[src/verilog/adc_cfg_pkg.sv]
package adc_cfg_pkg;

    // Register indices; the bus byte address is four times the index
    localparam logic [7:0] IDX_RATE_CFG  = 8'h04;
    localparam logic [7:0] IDX_REF_CTRL  = 8'h05;
    localparam logic [7:0] IDX_CONV_CTRL = 8'h10;
    localparam logic [7:0] IDX_CONV_STAT = 8'h11;
    localparam logic [7:0] IDX_RESULT    = 8'h12;
    localparam logic [1:0] WORD_LANE     = 2'h0;

    // Reset values
    localparam logic [7:0] RATE_CFG_RESET = 8'h14;
    localparam logic [7:0] REF_CTRL_RESET = 8'h10;

    // Conversion rate register fields
    localparam int CHOP_BIT   = 7;
    localparam int CLKSEL_BIT = 6;
    localparam int MODE_BIT   = 5;
    localparam int FILTER_BIT = 4;
    localparam int RATE_LSB   = 0;
    localparam int RATE_W     = 4;

    // Reference control register fields
    localparam int MON_LSB   = 6;
    localparam int PBYP_BIT  = 5;
    localparam int NBYP_BIT  = 4;
    localparam int RSEL_LSB  = 2;
    localparam int RCON_LSB  = 0;
    localparam int FIELD2_W  = 2;

    // Own registers: start strobe and status bits
    localparam int START_BIT  = 0;
    localparam int BUSY_BIT   = 0;
    localparam int READY_BIT  = 1;
    localparam int SWAP_BIT   = 2;
    localparam int HALF_BIT   = 3;

    // Two-bit field encodings and the four-bit reserved rate code
    localparam logic [1:0] MON_OFF    = 2'h0;
    localparam logic [1:0] MON_LOW    = 2'h1;
    localparam logic [1:0] MON_THIRD  = 2'h2;
    localparam logic [1:0] MON_PULL   = 2'h3;
    localparam logic [1:0] RSEL_EXT0  = 2'h0;
    localparam logic [1:0] RSEL_EXT1  = 2'h1;
    localparam logic [1:0] RSEL_INT   = 2'h2;
    localparam logic [1:0] RCON_OFF   = 2'h0;
    localparam logic [1:0] RCON_ON_PD = 2'h1;
    localparam logic [1:0] RCON_ON    = 2'h2;
    localparam logic [3:0] RATE_RSVD  = 4'hf;

    // Oscillator tick synthesis from the 100 MHz reference
    localparam longint REF_CLK_HZ = 100_000_000;
    localparam longint OSC_HZ     = 4_096_000;
    localparam int     ACC_W      = 16;
    localparam logic [ACC_W-1:0] PHASE_INC =
        ACC_W'((OSC_HZ << ACC_W) / REF_CLK_HZ);

    localparam int PERIOD_W = 24;

    // Oscillator ticks per output sample for each rate code
    function automatic logic [PERIOD_W-1:0] rate_period(input logic [3:0] code);
        unique case (code)
            4'h0:    rate_period = 24'h190000;  // 2.5 per second
            4'h1:    rate_period = 24'h0c8000;  // 5
            4'h2:    rate_period = 24'h064000;  // 10
            4'h3:    rate_period = 24'h03c3db;  // 16.6
            4'h4:    rate_period = 24'h032000;  // 20
            4'h5:    rate_period = 24'h014000;  // 50
            4'h6:    rate_period = 24'h010aab;  // 60
            4'h7:    rate_period = 24'h00a000;  // 100
            4'h8:    rate_period = 24'h005000;  // 200
            4'h9:    rate_period = 24'h002800;  // 400
            4'ha:    rate_period = 24'h001400;  // 800
            4'hb:    rate_period = 24'h001000;  // 1000
            4'hc:    rate_period = 24'h000800;  // 2000
            default: rate_period = 24'h000400;  // 4000, reserved code unused
        endcase
    endfunction

endpackage

[src/verilog/pacer_if.sv]
`timescale 1ns/10ps
// Configuration toward the conversion pacer and its answers
interface pacer_if;
    logic       ext_sel;      // External clock ticks pace conversions
    logic [3:0] rate_code;    // Output data rate code
    logic       single_shot;  // One conversion per start
    logic       start_req;    // One-cycle start pulse
    logic       restart;      // Rate or mode rewritten
    logic       conv_start;   // One-cycle conversion start
    logic       busy;         // Pacer counting

    modport ctrl  (output ext_sel, rate_code, single_shot, start_req, restart,
                   input  conv_start, busy);
    modport pacer (input  ext_sel, rate_code, single_shot, start_req, restart,
                   output conv_start, busy);
endinterface

[src/verilog/conv_pacer.sv]
`timescale 1ns/10ps
module conv_pacer import adc_cfg_pkg::*; #(
    parameter int RATE_DIV = 1
) (
    input  wire logic ref_clk,
    input  wire logic resetn,
    input  wire logic ce,
    input  wire logic ext_tick,
    pacer_if.pacer    pif
);

    typedef enum logic {PACE_IDLE, PACE_RUN} pace_state_type;

    pace_state_type       state_q;     // Pacer state
    logic [ACC_W-1:0]     acc_q;       // Phase accumulator
    logic                 tick_q;      // Selected clock tick
    logic [PERIOD_W-1:0]  count_q;     // Ticks left in this period
    logic                 start_q;     // Conversion start pulse
    logic [ACC_W:0]       acc_sum;     // Accumulator plus carry
    logic [PERIOD_W-1:0]  period;      // Scaled period

    assign acc_sum = {1'b0, acc_q} + {1'b0, PHASE_INC};
    // Scaling lets a simulation shorten the long periods
    assign period  = PERIOD_W'(rate_period(pif.rate_code) / RATE_DIV);

    // Tick source: on-chip oscillator by default, external ticks when chosen
    always_ff @(posedge ref_clk or negedge resetn) begin
        if (!resetn) begin
            acc_q  <= '0;
            tick_q <= 1'b0;
        end else if (ce) begin
            acc_q  <= acc_sum[ACC_W-1:0];
            tick_q <= pif.ext_sel ? ext_tick : acc_sum[ACC_W];
        end
    end

    // Period counting; a reserved rate code never starts a conversion
    always_ff @(posedge ref_clk or negedge resetn) begin
        if (!resetn) begin
            state_q <= PACE_IDLE;
            count_q <= '0;
            start_q <= 1'b0;
        end else if (ce) begin
            start_q <= 1'b0;
            if (pif.rate_code == RATE_RSVD) begin
                state_q <= PACE_IDLE;
            end else if (pif.restart) begin
                // Back-to-back when continuous, else wait for a start
                state_q <= pif.single_shot ? PACE_IDLE : PACE_RUN;
                count_q <= period;
            end else begin
                unique case (state_q)
                    PACE_IDLE: begin
                        if (pif.start_req || !pif.single_shot) begin
                            state_q <= PACE_RUN;
                            count_q <= period;
                        end
                    end
                    PACE_RUN: begin
                        if (tick_q && count_q <= PERIOD_W'(1)) begin
                            start_q <= 1'b1;
                            count_q <= period;
                            if (pif.single_shot) begin
                                state_q <= PACE_IDLE;
                            end
                        end else if (tick_q) begin
                            count_q <= count_q - PERIOD_W'(1);
                        end
                    end
                endcase
            end
        end
    end

    assign pif.conv_start = start_q;
    assign pif.busy       = (state_q == PACE_RUN);
endmodule  // conv_pacer

[src/verilog/adc_rate_reference_config.sv]
// The Avalon-MM register port was decided locally.
`timescale 1ns/10ps
// What this block does
// - Global chop swaps inputs, averages reading pairs
// - Clock bit: oscillator when clear, external set
// - Mode bit: continuous when clear, single-shot set
// - Filter bit: sinc3 clear, low-latency set, resets set
// - Rate code paces output; top code reserved
// - Monitor field enables low, third, pull-together
// - Positive buffer bypass bit, reset clear
// - Negative buffer bypass bit, reset set
// - Reference select: pair0, pair1, internal, reserved
// - Internal reference off, on-until-powerdown, always on
// - Reference control at index 05h, reset 10h
// - Rate configuration at index 04h, reset 14h
module adc_rate_reference_config import adc_cfg_pkg::*; #(
    parameter int ADDR_W   = 10,
    parameter int SAMPLE_W = 16,
    parameter int RATE_DIV = 1
) (
    input  wire logic                ref_clk,
    input  wire logic                resetn,
    input  wire logic                ce,
    input  wire logic [ADDR_W-1:0]   address,
    input  wire logic                read,
    input  wire logic                write,
    input  wire logic [31:0]         writedata,
    input  wire logic [3:0]          byteenable,
    output      logic [31:0]         readdata,
    output      logic                waitrequest,
    input  wire logic                ext_clk_tick,
    input  wire logic [SAMPLE_W-1:0] sample_data,
    input  wire logic                sample_valid,
    input  wire logic                power_down,
    output      logic                chop_en,
    output      logic                ext_clk_sel,
    output      logic                single_shot_mode,
    output      logic                low_latency_filter,
    output      logic [3:0]          rate_code,
    output      logic                conv_start,
    output      logic                chop_swap,
    output      logic [SAMPLE_W-1:0] result_data,
    output      logic                result_valid,
    output      logic                ref_low_threshold_flag_en,
    output      logic                ref_third_span_flag_en,
    output      logic                ref_pull_together_en,
    output      logic                pos_ref_buffer_bypass,
    output      logic                neg_ref_buffer_bypass,
    output      logic                ref_sel_pair0,
    output      logic                ref_sel_pair1,
    output      logic                ref_sel_internal,
    output      logic                internal_ref_on
);

    // Register word decode used by both the write and read paths
    function automatic logic hits(input logic [ADDR_W-1:0] addr,
                                  input logic [7:0]        idx);
        hits = (addr[1:0] == WORD_LANE) &&
               (addr[ADDR_W-1:2] == (ADDR_W-2)'(idx));
    endfunction

    pacer_if pif ();

    logic [7:0]          rate_cfg_q;    // Conversion rate configuration
    logic [7:0]          ref_ctrl_q;    // Reference control
    logic                waitreq_q;     // Avalon wait request
    logic [31:0]         rdata_q;       // Avalon read data
    logic                start_req_q;   // Single-shot start pulse
    logic                restart_q;     // Rate register rewritten
    logic                swap_q;        // Input polarity swapped
    logic                half_q;        // First of a chop pair held
    logic [SAMPLE_W-1:0] held_q;        // First reading of a pair
    logic [SAMPLE_W-1:0] result_q;      // Latest output reading
    logic                result_vld_q;  // New result pulse
    logic                ready_q;       // Unread result flag
    logic                mon_low_q;     // Low-reference flag enable
    logic                mon_third_q;   // Third-span flag enable
    logic                mon_pull_q;    // Pull-together enable
    logic                sel_p0_q;      // External pair zero routed
    logic                sel_p1_q;      // External pair one routed
    logic                sel_int_q;     // Internal reference routed
    logic                int_on_q;      // Internal reference powered
    logic                wr_done;       // Write with lane zero enabled completes this edge
    logic                rd_done;       // Read completes this edge
    logic [SAMPLE_W:0]   pair_sum;      // Sum of a chop pair
    logic [31:0]         rd_mux;        // Read data selection
    logic [1:0]          mon_cfg;       // Monitor field
    logic [1:0]          rsel_cfg;      // Reference select field
    logic [1:0]          rcon_cfg;      // Internal reference field

    // A request completes at the edge that sees wait request low
    assign wr_done = write && !waitreq_q && byteenable[0];
    assign rd_done = read && !waitreq_q;

    assign mon_cfg  = ref_ctrl_q[MON_LSB  +: FIELD2_W];
    assign rsel_cfg = ref_ctrl_q[RSEL_LSB +: FIELD2_W];
    assign rcon_cfg = ref_ctrl_q[RCON_LSB +: FIELD2_W];

    // Mean of a swapped pair; sign extension keeps the sum exact
    assign pair_sum = {held_q[SAMPLE_W-1], held_q} +
                      {sample_data[SAMPLE_W-1], sample_data};

    // Read data; unmapped words read as zero
    always_comb begin
        rd_mux = '0;
        if (hits(address, IDX_RATE_CFG)) begin
            rd_mux[7:0] = rate_cfg_q;
        end else if (hits(address, IDX_REF_CTRL)) begin
            rd_mux[7:0] = ref_ctrl_q;
        end else if (hits(address, IDX_CONV_STAT)) begin
            rd_mux[BUSY_BIT]  = pif.busy;
            rd_mux[READY_BIT] = ready_q;
            rd_mux[SWAP_BIT]  = swap_q;
            rd_mux[HALF_BIT]  = half_q;
        end else if (hits(address, IDX_RESULT)) begin
            rd_mux[SAMPLE_W-1:0] = result_q;
        end
    end

    // Every request waits exactly one cycle; data is ready with the answer
    always_ff @(posedge ref_clk or negedge resetn) begin
        if (!resetn) begin
            waitreq_q <= 1'b1;
            rdata_q   <= '0;
        end else if (ce) begin
            if ((read || write) && waitreq_q) begin
                waitreq_q <= 1'b0;
                rdata_q   <= read ? rd_mux : '0;
            end else begin
                waitreq_q <= 1'b1;
            end
        end
    end

    // Rate configuration register; reset selects low latency at 20 per second
    always_ff @(posedge ref_clk or negedge resetn) begin
        if (!resetn) begin
            rate_cfg_q <= RATE_CFG_RESET;
        end else if (ce && wr_done && hits(address, IDX_RATE_CFG)) begin
            rate_cfg_q <= writedata[7:0];
        end
    end

    // Reference control register; reset leaves only the negative bypass set
    always_ff @(posedge ref_clk or negedge resetn) begin
        if (!resetn) begin
            ref_ctrl_q <= REF_CTRL_RESET;
        end else if (ce && wr_done && hits(address, IDX_REF_CTRL)) begin
            ref_ctrl_q <= writedata[7:0];
        end
    end

    // Start and restart strobes toward the pacer
    always_ff @(posedge ref_clk or negedge resetn) begin
        if (!resetn) begin
            start_req_q <= 1'b0;
            restart_q   <= 1'b0;
        end else if (ce) begin
            start_req_q <= wr_done && hits(address, IDX_CONV_CTRL) &&
                           writedata[START_BIT];
            // Rewriting rate or mode throws away the period in progress
            restart_q   <= wr_done && hits(address, IDX_RATE_CFG);
        end
    end

    // Pacer configuration straight from the register fields, start and restart strobes from their flip-flops
    assign pif.ext_sel     = rate_cfg_q[CLKSEL_BIT];
    assign pif.single_shot = rate_cfg_q[MODE_BIT];
    assign pif.rate_code   = rate_cfg_q[RATE_LSB +: RATE_W];
    assign pif.start_req   = start_req_q;
    assign pif.restart     = restart_q;

    conv_pacer #(
        .RATE_DIV (RATE_DIV)
    ) u_pacer (
        .ref_clk  (ref_clk),
        .resetn   (resetn),
        .ce       (ce),
        .ext_tick (ext_clk_tick),
        .pif      (pif.pacer)
    );

    // Chop pairing: polarity flips per reading, output is the pair mean
    always_ff @(posedge ref_clk or negedge resetn) begin
        if (!resetn) begin
            swap_q <= 1'b0;
            half_q <= 1'b0;
            held_q <= '0;
        end else if (ce) begin
            if (!rate_cfg_q[CHOP_BIT] || restart_q) begin
                // Disabled or reconfigured: start a fresh pair unswapped
                swap_q <= 1'b0;
                half_q <= 1'b0;
            end else if (sample_valid) begin
                swap_q <= !swap_q;
                half_q <= !half_q;
                if (!half_q) begin
                    held_q <= sample_data;
                end
            end
        end
    end

    // Result path; without chop every reading passes straight through
    always_ff @(posedge ref_clk or negedge resetn) begin
        if (!resetn) begin
            result_q     <= '0;
            result_vld_q <= 1'b0;
        end else if (ce) begin
            result_vld_q <= 1'b0;
            if (sample_valid && !rate_cfg_q[CHOP_BIT]) begin
                result_q     <= sample_data;
                result_vld_q <= 1'b1;
            end else if (sample_valid && half_q && !restart_q) begin
                result_q     <= pair_sum[SAMPLE_W:1];
                result_vld_q <= 1'b1;
            end
        end
    end

    // Unread flag: a new result in the clearing cycle keeps it set
    always_ff @(posedge ref_clk or negedge resetn) begin
        if (!resetn) begin
            ready_q <= 1'b0;
        end else if (ce) begin
            if (result_vld_q) begin
                ready_q <= 1'b1;
            end else if (rd_done && hits(address, IDX_RESULT)) begin
                ready_q <= 1'b0;
            end
        end
    end

    // Reference monitor enables decoded from the monitor field
    always_ff @(posedge ref_clk or negedge resetn) begin
        if (!resetn) begin
            mon_low_q   <= 1'b0;
            mon_third_q <= 1'b0;
            mon_pull_q  <= 1'b0;
        end else if (ce) begin
            mon_low_q   <= (mon_cfg != MON_OFF);
            mon_third_q <= (mon_cfg == MON_THIRD);
            mon_pull_q  <= (mon_cfg == MON_PULL);
        end
    end

    // Reference routing; the reserved code connects nothing
    always_ff @(posedge ref_clk or negedge resetn) begin
        if (!resetn) begin
            sel_p0_q  <= 1'b1;
            sel_p1_q  <= 1'b0;
            sel_int_q <= 1'b0;
        end else if (ce) begin
            sel_p0_q  <= (rsel_cfg == RSEL_EXT0);
            sel_p1_q  <= (rsel_cfg == RSEL_EXT1);
            sel_int_q <= (rsel_cfg == RSEL_INT);
        end
    end

    // Internal reference power; the reserved code keeps it off
    always_ff @(posedge ref_clk or negedge resetn) begin
        if (!resetn) begin
            int_on_q <= 1'b0;
        end else if (ce) begin
            int_on_q <= (rcon_cfg == RCON_ON) ||
                        (rcon_cfg == RCON_ON_PD && !power_down);
        end
    end

    // Outputs, each taken from a flip-flop
    assign readdata                  = rdata_q;
    assign waitrequest               = waitreq_q;
    assign chop_en                   = rate_cfg_q[CHOP_BIT];
    assign ext_clk_sel               = rate_cfg_q[CLKSEL_BIT];
    assign single_shot_mode          = rate_cfg_q[MODE_BIT];
    assign low_latency_filter        = rate_cfg_q[FILTER_BIT];
    assign rate_code                 = rate_cfg_q[RATE_LSB +: RATE_W];
    assign conv_start                = pif.conv_start;
    assign chop_swap                 = swap_q;
    assign result_data               = result_q;
    assign result_valid              = result_vld_q;
    assign ref_low_threshold_flag_en = mon_low_q;
    assign ref_third_span_flag_en    = mon_third_q;
    assign ref_pull_together_en      = mon_pull_q;
    assign pos_ref_buffer_bypass     = ref_ctrl_q[PBYP_BIT];
    assign neg_ref_buffer_bypass     = ref_ctrl_q[NBYP_BIT];
    assign ref_sel_pair0             = sel_p0_q;
    assign ref_sel_pair1             = sel_p1_q;
    assign ref_sel_internal          = sel_int_q;
    assign internal_ref_on           = int_on_q;
endmodule  // adc_rate_reference_config

[config.mk]
export PLATFORM = sky130hd
export DESIGN_NAME = adc_rate_reference_config
export DESIGN_NICKNAME = d
export VERILOG_FILES = /design/src/verilog/adc_cfg_pkg.sv /design/src/verilog/pacer_if.sv /design/src/verilog/conv_pacer.sv /design/src/verilog/adc_rate_reference_config.sv
export SDC_FILE = /design/constraint.sdc
export NUM_CORES = 1
export LEC_CHECK = 0
export BUFFER_PORTS_ARGS = -buffer_cell sky130_fd_sc_hd__buf_2
export CAP_MARGIN = 10
export CORE_MARGIN = 3
export CORE_UTILIZATION = 60
export CTS_CLUSTER_DIAMETER = 80
export CTS_CLUSTER_SIZE = 10
export DETAILED_ROUTE_END_ITERATION = 7
export PLACE_DENSITY = 0.86
export SETUP_SLACK_MARGIN = 0.5
export SYNTH_ARGS = -nofsm -noshare
export SYNTH_HDL_FRONTEND = slang
export SYNTH_HIERARCHICAL = 1
export SYNTH_SLANG_ARGS = --single-unit
[constraint.sdc]
create_clock -name ref_clk -period 7.65 [get_ports ref_clk]
set_input_delay 0.765 -clock ref_clk [delete_from_list [all_inputs] [get_ports ref_clk]]
set_output_delay 0.765 -clock ref_clk [all_outputs]
set_load 0.02 [all_outputs]
Word-level counts from Yosys, hierarchy flattened
Memories as Yosys holds them, arrays and structs flattened.
Cells that the tools add are included.
{"block": "classes", "n_reduce_logical": 44, "muxes": 35, "bitwise_logic": 4, "add_sub_neg": 3, "magnitude_cmp": 1, "eq_ne": 14}
{"cell": "two-way mux 24 bit", "n": 4}
{"cell": "two-way mux 16 bit", "n": 4}
{"cell": "one-hot mux 24 bit (2 select lines)", "n": 1}
{"cell": "two-way mux 8 bit", "n": 4}
{"cell": "== test 8 x 5 -> 1 bit (second input constant)", "n": 3}
{"cell": "less-or-equal comparator 24 x 1 -> 1 bit (second input constant)", "n": 1}
{"cell": "subtractor 24 x 1 -> 24 bit (second input constant)", "n": 1}
{"cell": "logical AND 1 bit", "n": 21}
{"cell": "two-way mux 1 bit", "n": 19}
{"cell": "adder 16 x 12 -> 17 bit (second input constant)", "n": 1}
{"cell": "adder 16 x 16 -> 17 bit", "n": 1}
{"cell": "== test 8 x 3 -> 1 bit (second input constant)", "n": 2}
{"cell": "two-way mux 12 bit", "n": 1}
{"cell": "== test 2 bit (second input constant)", "n": 4}
{"cell": "AND reduction 2 bit", "n": 4}
{"cell": "AND reduction 4 bit", "n": 2}
{"cell": "nonzero test 2 bit", "n": 4}
{"cell": "zero test 1 bit", "n": 7}
{"cell": "== test 2 x 1 -> 1 bit (second input constant)", "n": 2}
{"cell": "== test 4 bit (second input constant)", "n": 1}
{"cell": "zero test 2 bit", "n": 2}
{"cell": "logical OR 1 bit", "n": 4}
{"cell": "two-way mux 4 bit", "n": 1}
{"cell": "inequality test 4 bit (second input constant)", "n": 1}
{"cell": "3 further kinds", "n": 6}
{"block": "totals", "word_cells": 126, "out_inout_bits": 69, "input_bits": 70, "ff_bits": 137, "mem_count": 1, "rom_bits": 320}
{"name": "(name not given)", "words": 16, "width": 20, "read_ports": 1, "rd_clocked_by_memory_dff": 0, "write_ports": 0, "line_no": "adc_cfg_pkg.sv:62", "rtl": "unique case (code)"}

Depth between registers and ports, before layout
Gate-level depths: netlist of the first run.
{"block": "depth", "word_depth": 7, "mapped_depth": 9, "mapped_depth_nobuf": 8}

By module
Netlist of the first run, hierarchy kept.
{"module": "adc_rate_reference_config", "seq_area_each_um2": 1958.1, "n_inst": 1, "cells_per_inst": 403, "area_per_inst_um2": 4144.0}
{"module": "conv_pacer", "seq_area_each_um2": 1026.0, "n_inst": 1, "cells_per_inst": 293, "area_per_inst_um2": 2682.6}

Worst setup path before layout of the first run
Ideal clock, no wire load.
{"block": "synth_path", "kind": "register to register", "startpoint": "register u_pacer.count_q[10]", "endpoint": "register u_pacer.count_q[20]", "required_ps": 7524, "slack_ps": 5182, "synth_period_minus_slack_ps": 2468, "path_stages_with_launch": 7, "path_buffers": 1, "t_arrival_ps": 2341, "setup_time_ps": 126, "path_cell_list": "dfrtp_1 -> or4_4 -> buf_6 -> or4_4 -> o21a_4 -> mux2_4 -> a221o_1"}
{"block": "synth_between", "elab_chain_cells": 5, "elab_cells_between_ends": 9, "cone_classes": "add/sub (1); order compare (1); eq/ne (1); mux (4); reduce/logical (2)"}
{"item": "start, declared", "line_no": "conv_pacer.sv:17", "rtl": "logic [PERIOD_W-1:0] count_q;"}
{"item": "start signal, assigned", "line_no": "conv_pacer.sv:50", "rtl": "count_q <= period;"}
{"item": "start signal, assigned", "line_no": "conv_pacer.sv:56", "rtl": "count_q <= period;"}
{"item": "start signal, assigned", "line_no": "conv_pacer.sv:62", "rtl": "count_q <= period;"}
{"item": "subtractor 24 x 1 -> 24 bit or less-or-equal comparator 24 x 1 -> 1 bit (tied branches)", "line_no": "conv_pacer.sv:67, conv_pacer.sv:60"}
{"item": "two-way mux 24 bit or logical AND 1 bit (tied branches)", "line_no": "conv_pacer.sv:66, conv_pacer.sv:60"}
{"item": "two-way mux 24 bit", "line_no": "conv_pacer.sv:60", "rtl": "if (tick_q && count_q <= PERIOD_W'(1)) begin"}
{"item": "one-hot mux 24 bit (2 select lines)", "line_no": "conv_pacer.sv:52", "rtl": "unique case (state_q)"}
{"item": "two-way mux 24 bit", "line_no": "conv_pacer.sv:47", "rtl": "end else if (pif.restart) begin"}
Parallel ways exist; a longest one is shown, timed or not. The select of a mux whose other input is x is not followed.
A chain may end at the register's enable or synchronous reset.

Final worst setup path of the first run
{"block": "layout_path", "startpoint": "register u_pacer.count_q[6]", "endpoint": "register u_pacer.count_q[11]"}
The elaborated chain is that of the path after synthesis.

==> results.sh, run 1 <==
export IMPL_status="finished, final reports clean"
export IMPL_detail_route_vias_per_cell=6.42
export IMPL_vdd_drop_max_uv=171
export IMPL_detail_route_wl_per_cell_um=19.5
export IMPL_finalCoreUtilization_pct=72.8
export IMPL_global_route_wire_length_before_repair_mm=29.7
export IMPL_grt_setup_unrepaired="false"
export IMPL_final_max_slew_viol_count=0
export IMPL_power_uw=2160
export IMPL_grt_pass1_vias=6077
export IMPL_synthesis_instances=696
export IMPL_yosysTopAreaCell="sky130_fd_sc_hd__dfrtp_1"
export IMPL_area_delta_synth_final_pct=17.2
export IMPL_power_switching_uw=620
export IMPL_drive_gt1_share_pct=23.4
export IMPL_count_of_flip_flops_with_a_built_in_enable_after_synthesis=0
export IMPL_timing_worst_setup_path_type="reg2reg"
export IMPL_wirelength_mm=18.3
export IMPL_cellLeakagePower_uw=0.00366
export IMPL_synthDominantCellAreaShare_pct=41.8
export IMPL_internal_power_uw=1540
export IMPL_number_of_antenna_violating_nets_in_the_routed_design=0
export IMPL_seq_power_share_pct=39.1
export IMPL_synth_seq_area_share_pct=43.7
export IMPL_num_io_pins=139
export IMPL_critical_path_required_ns=7.95
export IMPL_tightestPinTransition_ns=1.07
export IMPL_total_congestion_overflow_after_global_routing=0
export IMPL_clk_insertion_delay_late_ns=0.42
export IMPL_routed_via_count=6031
export IMPL_ff_to_ff_start="u_pacer/count_q[6]"
export IMPL_post_synthesis_area_per_instance_um2=9.81
export IMPL_portBuffers=95
export IMPL_hold_bufs_inserted_after_cts=0
export IMPL_tritoncts="built"
export IMPL_synth_area_top_cells="sky130_fd_sc_hd__dfrtp_1 (42%), sky130_fd_sc_hd__mux2_2 (5.3%), sky130_fd_sc_hd__ha_1 (4.2%), sky130_fd_sc_hd__a21oi_1 (3.9%), sky130_fd_sc_hd__nand2_1 (3.2%)"
export IMPL_clock_path_buffers=2
export IMPL_post_cts_resized_instances=0
export IMPL_crit_path_end_kind="register"
export IMPL_cts_root_buffer="sky130_fd_sc_hd__clkbuf_16"
export IMPL_reg2reg_slack_ns=4.76
export IMPL_clockPowerShare_pct=43.2
export IMPL_grt_use_total_pct=29.2
export IMPL_maxSlewHeadroom_pct=28.7
export IMPL_finalSetupViolations=0
export IMPL_final_nets=880
export IMPL_core_region_area_um2=11000
export IMPL_timing_final_crit_share_pct=37.8
export IMPL_die_width_um=113
export IMPL_rr_worst_depth=5
export IMPL_grt_start_max_net_pins=87
export IMPL_floorplan_die_area_um2=12700
export IMPL_placementRows=38
export IMPL_power_per_cell_area_nw_per_um2=270
export IMPL_synth_yosys_warnings=6
export IMPL_tns_ns=0
export IMPL_clock_fmax_ghz=0.345
export IMPL_origin_of_the_worst_setup_path="u_pacer/count_q[6]"
export IMPL_r2r_end="u_pacer/count_q[11]"
export IMPL_comb_power_share_pct=17.8
export IMPL_final_setup_skew_ns=0.00653
export IMPL_ys_seq_elements=119
export IMPL_die_height_um=113
export IMPL_type_of_the_worst_min_delay_path="in2async"
export IMPL_design_area_um2=8000
export IMPL_drt_drc_violations_left=0
export IMPL_drt_pre_antenna_iters=5
export IMPL_drt_initial_drc_count=501
export IMPL_placement_cell_area_um2=7310
export IMPL_synth_lib_cells_used_distinct=71
export IMPL_switching_share_pct=28.7
export IMPL_cts_sink_count=119
export IMPL_place_gp_congestion=0.957
export IMPL_cts_reportedPaths_clkPinSlew_ns=0.06
export IMPL_antenna_found_initial=0
export IMPL_synth_flop_cell="sky130_fd_sc_hd__dfrtp_1"
export IMPL_syn_area_um2=6830
export IMPL_detailed_place_hpwl_mm=12.2
export IMPL_worst_path_max_fanout=27
export IMPL_crit_path_start_kind="register"
export IMPL_finalWorstPathRequiredPeriod_ns=2.89
export IMPL_cts_buffers_inserted=17
export IMPL_start_util_pct=62.2
export IMPL_post_cts_setup_buffers=0
export IMPL_ctsHtreeMaxLevel=4
export IMPL_critPathCapture="u_pacer/count_q[11]"
export IMPL_synth_async_sr_flop_share_pct=100
export IMPL_final_hold_viol_count=0
export IMPL_worstPathArrival_ns=3.20
export IMPL_max_cap_viol_count=0
state kept, by name, summed over array words and instances, names as in the netlist, 8 cells and up:
register,cells
result_data,16
held_q,16
u_pacer/count_q,24
rate_cfg_q,8
ref_ctrl_q,8
readdata,16
u_pacer/acc_q,14
placed cells by master (no fill, tap or decap), drive strengths merged, types with 6 or more instances in the layout:
cell type  Yosys  final
nand4          9      9
mux2          33     33
bufinv         0      6
nor2          54     54
xor2           8      8
ha            23     23
nor3          16     16
clkbuf        16     23
mux2i          9      9
a21o           6      6
nor2b         10     10
o22ai          7      7
dfrtp        114    114
a22o          14     14
nor4          14     14
nand3         23     23
o21ai         38     38
a221o          6      6
buf           30    102
a222oi         7      7
conb           1     16
xnor2         17     17
or4           13     13
nand2         58     58
and3           7      7
a21oi         53     53
o21a           8      8
inv           20     20
per-stage QoR:
step                hold slack, ns  instances  worst slack [ns]
floorplan                    0.438        711              5.18
global placement             0.455        907              4.69
detailed placement           0.465        907              4.59
CTS                          0.301        938              4.77
global route                 0.320        938              4.62
finish                       0.290        939              4.76
synthesized netlist by cell type (11+ instances only):
library cell,instances
sky130_fd_sc_hd__a21oi_1,53
sky130_fd_sc_hd__nand2_1,58
sky130_fd_sc_hd__ha_1,23
sky130_fd_sc_hd__mux2_2,32
sky130_fd_sc_hd__a22o_1,14
sky130_fd_sc_hd__o21ai_0,33
sky130_fd_sc_hd__dfrtp_1,114
sky130_fd_sc_hd__nor2_1,54
sky130_fd_sc_hd__nor3_1,13
sky130_fd_sc_hd__nor4_1,12
sky130_fd_sc_hd__or4_1,11
sky130_fd_sc_hd__xnor2_1,17
sky130_fd_sc_hd__inv_1,20
sky130_fd_sc_hd__nand3_1,23
sky130_fd_sc_hd__buf_4,18
sky130_fd_sc_hd__clkbuf_1,16
final cells by class:
type	count	area [um2]
Multi-Input combinational cell	526	3540
Sequential cell	119	2980
Fill cell	722	2980
Timing Repair Buffer	102	531
Clock buffer	23	498
Clock inverter	8	190
Tap cell	140	175
Inverter	20	75.1
Antenna cell	1	2.50
per-layer routing:
layer	vias to the layer above	global-route usage (%)	part of all wire [%]
met2	362	46.7	48
li1	2731	-	-
met5	-	0	0
met1	2883	38.1	41
met4	0	13.9	3.3
met3	55	6.09	8.4
worst max-delay path, cell delays in order, from the launching register on:
cell and delay (ns):
sky130_fd_sc_hd__dfrtp_1 0.41, sky130_fd_sc_hd__or4_1 0.71, sky130_fd_sc_hd__or4_4 0.53, sky130_fd_sc_hd__o21ai_4 0.55
sky130_fd_sc_hd__o21ai_0 0.21, sky130_fd_sc_hd__a221o_1 0.37
worst min path at each step:
stage	start	to	slack, ns
2_1_floorplan	u_pacer/acc_q[13]	u_pacer/acc_q[13]	0.44
3_3_place_gp	u_pacer/acc_q[13]	u_pacer/acc_q[13]	0.46
3_5_place_dp	u_pacer/acc_q[8]	u_pacer/acc_q[8]	0.47
4_1_cts	resetn	u_pacer/count_q[3]	0.30
5_1_grt	resetn	u_pacer/count_q[3]	0.32
6_report	resetn	u_pacer/count_q[3]	0.29
power groups by stage:
stage / clock network, uW / logic, uW / registers [uW]
6_report: 932 / 384 / 843
5_1_grt: 966 / 422 / 856
4_1_cts: 936 / 380 / 839
3_5_place_dp: 0 / 370 / 845
3_3_place_gp: 0 / 352 / 835
2_1_floorplan: 0 / 262 / 836
cells by family (layout without fill, tap and decap cells):
| logic type | Yosys count | after routing | share of synthesized area [%] |
|---|---|---|---|
| AOI/OAI and AO/OA | 178 | 178 | 17.6 |
| xor gates and xnor gates | 25 | 25 | 3.21 |
| adders and majority gates | 24 | 24 | 4.51 |
| buffers and inverters | 66 | 153 | 5.19 |
| DFF | 119 | 119 | 43.7 |
| muxes | 42 | 42 | 6.82 |
| other | 1 | 17 | 0.0549 |
| and+or+nand+nor | 241 | 241 | 19.0 |
Note: power is estimated with default switching activity, not from simulation.
==> inputs of run 2 (changes only) <==
--- a/config.mk
+++ b/config.mk
@@ -8,11 +8,11 @@
 export BUFFER_PORTS_ARGS = -buffer_cell sky130_fd_sc_hd__buf_2
 export CAP_MARGIN = 10
 export CORE_MARGIN = 3
-export CORE_UTILIZATION = 60
+export CORE_UTILIZATION = 56
 export CTS_CLUSTER_DIAMETER = 80
 export CTS_CLUSTER_SIZE = 10
 export DETAILED_ROUTE_END_ITERATION = 7
-export PLACE_DENSITY = 0.86
+export PLACE_DENSITY = 0.81
 export SETUP_SLACK_MARGIN = 0.5
 export SYNTH_ARGS = -nofsm -noshare
 export SYNTH_HDL_FRONTEND = slang
==> constraint.sdc (replaced) <==
create_clock -name ref_clk -period 2.69 [get_ports ref_clk]
set_input_delay 0.269 -clock ref_clk [delete_from_list [all_inputs] [get_ports ref_clk]]
set_output_delay 0.269 -clock ref_clk [all_outputs]
set_load 0.02 [all_outputs]
==> results.sh, run 2 (synthesis results as in run 1) <==
export IMPL_grt_start_max_net_pins=40
export IMPL_reg2reg_slack_ns=0.20
export IMPL_drive_gt1_share_pct=32.6
export IMPL_num_antenna_cells=0
export IMPL_failed_checks="design-rule violations"
export IMPL_portBuffers=95
export IMPL_routed_via_count=6458
export IMPL_clock_fmax_ghz=0.402
export IMPL_tns_ns=0
export IMPL_area_delta_synth_final_pct=26.0
export IMPL_placement_cell_area_um2=7470
export IMPL_drt_pre_antenna_iters=8
export IMPL_place_detailed_instances=929
export IMPL_design_area_um2=8600
export IMPL_antenna_found_initial=0
export IMPL_multiInputGateArea_um2=3830
export IMPL_grt_use_total_pct=29.2
export IMPL_path_buf_inv=1
export IMPL_die_width_um=116
export IMPL_largest_register_ff_count=24
export IMPL_status="finished with violations"
export IMPL_cts_reportedPaths_clkPinSlew_ns=0.05
export IMPL_tightestPinTransition_ns=0.760
export IMPL_detail_route_vias_per_cell=6.54
export IMPL_regMostFlops="u_pacer/count_q"
export IMPL_cts_sink_count=119
export IMPL_grt_setup_unrepaired="true"
export IMPL_cellLeakagePower_uw=0.00389
export IMPL_worst_path_max_fanout=5
export IMPL_crit_path_start_kind="register"
export IMPL_layout_cells_non_filler=987
export IMPL_finalWorstPathRequiredPeriod_ns=2.49
export IMPL_final_max_slew_viol_count=0
export IMPL_crit_path_end_kind="register"
export IMPL_fillCellCount=736
export IMPL_total_congestion_overflow_after_global_routing=0
export IMPL_vdd_drop_max_uv=404
export IMPL_placementRows=39
export IMPL_clk_insertion_delay_late_ns=0.42
export IMPL_timing_final_crit_share_pct=92.6
export IMPL_grt_pass1_vias=6266
export IMPL_layout_cells_most_common_list="sky130_fd_sc_hd__dfrtp_1 (112), sky130_fd_sc_hd__buf_2 (94), sky130_fd_sc_hd__nand2_1 (58), sky130_fd_sc_hd__nor2_1 (51), sky130_fd_sc_hd__a21oi_1 (46)"
export IMPL_power_per_cell_area_nw_per_um2=692
export IMPL_timing_hold_ws_ns=0.100
export IMPL_timing_critical_path_slowest_stage_cell="sky130_fd_sc_hd__or4_4"
export IMPL_num_io_pins=139
export IMPL_timing_critical_path_slowest_cell_delay_ns=0.58
export IMPL_timing_worst_setup_path_type="reg2reg"
export IMPL_regArea_um2=2990
export IMPL_critical_path_required_ns=2.98
export IMPL_final_hold_viol_count=0
export IMPL_worstPathCellList="or4_4 -> or4_4 -> o21ai_4 -> buf_12 -> o21ai_2 -> a221o_1"
export IMPL_core_region_area_um2=11700
export IMPL_tritoncts="built"
export IMPL_final_nets=925
export IMPL_ctsHtreeMaxLevel=4
export IMPL_max_cap_viol_count=0
export IMPL_die_height_um=116
export IMPL_maxSlewHeadroom_pct=49.2
export IMPL_wirelength_mm=20.6
export IMPL_detail_route_wl_per_cell_um=20.9
export IMPL_top_family_by_delay_on_critical_path="simple AND/OR/NAND/NOR gates"
export IMPL_finalCoreUtilization_pct=73.7
export IMPL_cts_root_buffer="sky130_fd_sc_hd__clkbuf_16"
export IMPL_floorplan_die_area_um2=13600
export IMPL_final_setup_skew_ns=0.00798
export IMPL_final_common_cell="sky130_fd_sc_hd__dfrtp_1"
export IMPL_path_common_cell="sky130_fd_sc_hd__or4_4"
export IMPL_clock_path_buffers=2
export IMPL_place_gp_congestion=0.869
export IMPL_detailed_place_hpwl_mm=12.8
export IMPL_number_of_antenna_violating_nets_in_the_routed_design=0
export IMPL_drt_drc_violations_left=1
export IMPL_type_of_the_worst_min_delay_path="in2reg"
export IMPL_global_route_wire_length_before_repair_mm=31.1
export IMPL_start_util_pct=58.5
export IMPL_cts_buffers_inserted=17
export IMPL_drt_initial_drc_count=644
export IMPL_finalSetupViolations=0
export IMPL_worstPathArrival_ns=2.78
## run 2: changes by cell type in the layout (fill, tap and decap cells not counted), sizes merged
cell,before,now
bufinv,6,2
clkbuf,23,25
clkinv,2,5
buf,102,144
diode,1,0
clkinvlp,0,2
dlygate4sd3,0,1
## run 2: what timing repair did
item / CTS / global route
hold endpoints to repair: 34 / 0
cloned: 0 / 2
setup endpoints to repair: 28 / 35
pin swaps: 17 / 22
gates resized for setup: 27 / 45
buffers inserted: 14 / 9
hold buffers: 1 / 0
## run 2: area by class of cell
class	count	share of cell area [%]
inverters	20	0.873
clock buffers	23	5.44
clock inverters	9	1.16
well taps	143	2.08
multi-input cells	526	44.5
repair buffers	147	11.2
flip-flops and latches	119	34.7
## run 2: report_power, final
part	internal, uW	switching, uW
clock	1400	803
sequential	2070	323
combinational	579	775
## run 2: through the flow
| step | total power, uW | setup WS [ns] |
|---|---|---|
| 4_1_cts | 5800 | 0.263 |
| 2_1_floorplan | 3130 | 0.254 |
| 5_1_grt | 6180 | 0.190 |
| 3_3_place_gp | 3410 | 0.184 |
| 6_report | 5950 | 0.200 |
| 3_5_place_dp | 3490 | 0.116 |
## run 2: worst paths after layout
kind / end / cells after the start / startpoint
max: u_pacer/count_q[10] / 6 / u_pacer/count_q[10]
min: ref_ctrl_q[5] / 2 / writedata[5]
max reg2reg: u_pacer/count_q[10] / 6 / u_pacer/count_q[10]
max in group asynchronous: ref_ctrl_q[4] / 3 / resetn
min reg2reg: u_pacer/acc_q[13] / 1 / u_pacer/acc_q[13]
min in group asynchronous: u_pacer/count_q[6] / 2 / resetn
## run 2: per-layer routing
| layer | vias up | wire, um | track usage [%] |
|---|---|---|---|
| met4 | 0 | 810 | 12.0 |
| li1 | 2816 | - | - |
| met5 | - | 0 | 0 |
| met1 | 3118 | 7920 | 39.0 |
| met2 | 443 | 9910 | 46.4 |
| met3 | 81 | 1990 | 6.68 |
==> inputs of run 3 (changes only) <==
--- a/config.mk
+++ b/config.mk
@@ -8,13 +8,12 @@
 export BUFFER_PORTS_ARGS = -buffer_cell sky130_fd_sc_hd__buf_2
 export CAP_MARGIN = 10
 export CORE_MARGIN = 3
-export CORE_UTILIZATION = 56
+export CORE_UTILIZATION = 55
 export CTS_CLUSTER_DIAMETER = 80
 export CTS_CLUSTER_SIZE = 10
 export DETAILED_ROUTE_END_ITERATION = 7
-export PLACE_DENSITY = 0.81
+export PLACE_DENSITY = 0.8
 export SETUP_SLACK_MARGIN = 0.5
 export SYNTH_ARGS = -nofsm -noshare
 export SYNTH_HDL_FRONTEND = slang
-export SYNTH_HIERARCHICAL = 1
 export SYNTH_SLANG_ARGS = --single-unit
==> results.sh, run 3 <==
export IMPL_status="finished, final reports clean"
export IMPL_multiInputGateArea_um2=3570
export IMPL_final_hold_viol_count=0
export IMPL_final_common_cell="sky130_fd_sc_hd__dfrtp_1"
export IMPL_fillCellCount=845
export IMPL_die_height_um=116
export IMPL_drt_initial_drc_count=579
export IMPL_floorplan_die_area_um2=13500
export IMPL_detailed_place_hpwl_mm=12.3
export IMPL_synth_yosys_warnings=0
export IMPL_yosysTopAreaCell="sky130_fd_sc_hd__dfrtp_1"
export IMPL_rr_worst_depth=9
export IMPL_hold_end="ref_ctrl_q[5]"
export IMPL_vdd_drop_max_uv=505
export IMPL_num_antenna_cells=0
export IMPL_max_cap_viol_count=0
export IMPL_tightestPinTransition_ns=0.703
export IMPL_critical_path_required_ns=2.99
export IMPL_whs_path_depth=2
export IMPL_count_of_flip_flops_with_a_built_in_enable_after_synthesis=0
export IMPL_drt_pre_antenna_iters=5
export IMPL_synth_seq_area_share_pct=44.8
export IMPL_finalSetupViolations=0
export IMPL_finalWorstPathRequiredPeriod_ns=2.22
export IMPL_timing_final_crit_share_pct=82.5
export IMPL_final_max_slew_viol_count=0
export IMPL_cts_root_buffer="sky130_fd_sc_hd__clkbuf_16"
export IMPL_pre_cts_ws_ns=0.360
export IMPL_timing_worst_setup_path_type="reg2reg"
export IMPL_crit_path_start_kind="register"
export IMPL_regArea_um2=2990
export IMPL_place_gp_congestion=0.913
export IMPL_placementRows=39
export IMPL_ctsHtreeMaxLevel=4
export IMPL_ys_seq_elements=119
export IMPL_reg2reg_slack_ns=0.47
export IMPL_regMostFlops="u_pacer.count_q"
export IMPL_synth_common_cells="sky130_fd_sc_hd__dfrtp_1 (114), sky130_fd_sc_hd__nand2_1 (66), sky130_fd_sc_hd__a21oi_1 (50), sky130_fd_sc_hd__nor2_1 (42), sky130_fd_sc_hd__o21ai_0 (36)"
export IMPL_worstPathArrival_ns=2.52
export IMPL_cts_sink_count=119
export IMPL_synth_most_common_cell="sky130_fd_sc_hd__dfrtp_1"
export IMPL_tns_ns=0
export IMPL_maxSlewHeadroom_pct=53.1
export IMPL_num_io_pins=139
export IMPL_r2r_end="u_pacer.count_q[13]"
export IMPL_synth_area_top_cells="sky130_fd_sc_hd__dfrtp_1 (43%), sky130_fd_sc_hd__mux2_2 (4.9%), sky130_fd_sc_hd__ha_1 (4.3%), sky130_fd_sc_hd__a21oi_1 (3.8%), sky130_fd_sc_hd__nand2_1 (3.7%)"
export IMPL_start_util_pct=57.3
export IMPL_synth_lib_cells_used_distinct=75
export IMPL_clock_path_buffers=2
export IMPL_grt_use_total_pct=26.7
export IMPL_portBuffers=95
export IMPL_power_per_cell_area_nw_per_um2=719
export IMPL_number_of_antenna_violating_nets_in_the_routed_design=0
export IMPL_final_nets=913
export IMPL_worst_path_max_fanout=10
export IMPL_grt_pass1_vias=5672
export IMPL_detail_route_vias_per_cell=6.20
export IMPL_cts_buffers_inserted=17
export IMPL_die_width_um=116
export IMPL_clk_insertion_delay_late_ns=0.41
export IMPL_crit_path_end_kind="register"
export IMPL_tritoncts="built"
export IMPL_synth_flop_cell="sky130_fd_sc_hd__dfrtp_1"
export IMPL_drt_drc_violations_left=0
export IMPL_layout_cells_most_common_list="sky130_fd_sc_hd__dfrtp_1 (113), sky130_fd_sc_hd__buf_2 (94), sky130_fd_sc_hd__nand2_1 (63), sky130_fd_sc_hd__a21oi_1 (44), sky130_fd_sc_hd__nor2_1 (42)"
export IMPL_detail_route_wl_per_cell_um=18.6
export IMPL_synthesis_instances=694
export IMPL_largest_register_ff_count=24
export IMPL_global_route_wire_length_before_repair_mm=28.0
export IMPL_final_setup_skew_ns=0.00771
export IMPL_min_delay_start="writedata[5]"
export IMPL_grt_start_max_net_pins=52
export IMPL_finalWorstSetupSlack_ns=0.472
export IMPL_total_congestion_overflow_after_global_routing=0
export IMPL_clock_fmax_ghz=0.451
export IMPL_ff_to_ff_start="u_pacer.count_q[0]"
export IMPL_cellLeakagePower_uw=0.00386
export IMPL_synth_async_sr_flop_share_pct=100
export IMPL_area_delta_synth_final_pct=24.4
export IMPL_type_of_the_worst_min_delay_path="in2reg"
export IMPL_synthDominantCellAreaShare_pct=42.9
export IMPL_post_synthesis_area_per_instance_um2=9.59
export IMPL_wirelength_mm=18.2
export IMPL_routed_via_count=6042
export IMPL_antenna_found_initial=0
export IMPL_drive_gt1_share_pct=29.6
export IMPL_syn_area_um2=6660
export IMPL_grt_setup_unrepaired="true"
export IMPL_cts_reportedPaths_clkPinSlew_ns=0.06
export IMPL_core_region_area_um2=11600
-- run 3: cell count changes after synthesis, moves of 6 or more --
cell / delta
sky130_fd_sc_hd__nor2_1: -12
sky130_fd_sc_hd__o21ai_1: +10
sky130_fd_sc_hd__or4_1: -10
sky130_fd_sc_hd__nand3_1: +9
sky130_fd_sc_hd__a31oi_1: +8
sky130_fd_sc_hd__nand2_1: +8
sky130_fd_sc_hd__a222oi_1: -6
sky130_fd_sc_hd__o31ai_1: +6
-- run 3: timing repair --
| action | 4_1_cts | 5_1_grt |
|---|---|---|
| hold buffers | 1 | 0 |
| pin swaps | 4 | 8 |
| endpoints found under the hold margin | 45 | 0 |
| setup endpoints to repair | 25 | 31 |
| buffers inserted | 9 | 11 |
| cloned | 1 | 1 |
| resized for setup | 15 | 24 |
-- run 3: metal layers --
metal	vias up	wire, um	GRT usage, %
li1	2779	-	-
met1	2883	7620	35.9
met2	318	8460	41.7
met3	62	1400	6.16
met4	0	679	11.8
met5	-	0	0
-- run 3: final cells by class --
| class | count | area share (%) |
|---|---|---|
| Multi-Input combinational cell | 522 | 43.1 |
| Tap cell | 143 | 2.16 |
| Timing Repair Buffer | 138 | 10.3 |
| Clock inverter | 13 | 2.18 |
| Sequential cell | 119 | 36.1 |
| Inverter | 21 | 0.952 |
| Clock buffer | 19 | 5.23 |
-- run 3: how the worst max path moves through the flow --
stage                              from                  end  slack [ns]
global placement    u_pacer.count_q[18]   u_pacer.count_q[4]        0.41
global route         u_pacer.count_q[0]  u_pacer.count_q[13]        0.41
floorplan                 rate_cfg_q[0]  u_pacer.count_q[14]        0.59
finish               u_pacer.count_q[0]  u_pacer.count_q[13]        0.47
CTS                 u_pacer.count_q[19]   u_pacer.count_q[8]        0.46
detailed placement   u_pacer.count_q[1]  u_pacer.count_q[10]        0.36
-- run 3: critical path: stages (launching register included) --
cell and delay (ns):
sky130_fd_sc_hd__dfrtp_1 0.40, sky130_fd_sc_hd__inv_2 0.07, sky130_fd_sc_hd__ha_4 0.17, sky130_fd_sc_hd__nor2_1 0.13, sky130_fd_sc_hd__and4bb_2 0.30, sky130_fd_sc_hd__a31o_4 0.26, sky130_fd_sc_hd__buf_4 0.18, sky130_fd_sc_hd__nor4b_1 0.35
sky130_fd_sc_hd__o21ai_1 0.11, sky130_fd_sc_hd__nor2b_1 0.14
-- run 3: power breakdown --
group / leakage [uW] / switching (uW) / internal [uW]
sequential: 0.00150 / 299 / 2050
combinational: 0.00207 / 697 / 548
clock: 0.000293 / 820 / 1540
-- run 3: cell families after synthesis --
kind of cell | Yosys count | synth area share [%]
compound gates | 188 | 18.2
xor+xnor | 20 | 2.63
fa+ha+maj | 24 | 4.63
buf+inv | 69 | 5.15
flops | 119 | 44.8
mux | 41 | 6.71
other cells | 1 | 0.0563
simple gates | 232 | 17.8
-- run 3: through the flow --
stage / utilization [%] / instances / hold slack [ns] / instance area [um2] / power (uW)
detailed placement: 62.8 / 920 / 0.337 / 7300 / 3380
global placement: 62.8 / 920 / 0.330 / 7300 / 3310
finish: 71.3 / 975 / 0.108 / 8280 / 5960
floorplan: - / 709 / -0.0266 / 6710 / 3040
CTS: 69.6 / 963 / 0.0925 / 8080 / 5840
global route: 71.3 / 975 / 0.108 / 8280 / 6220
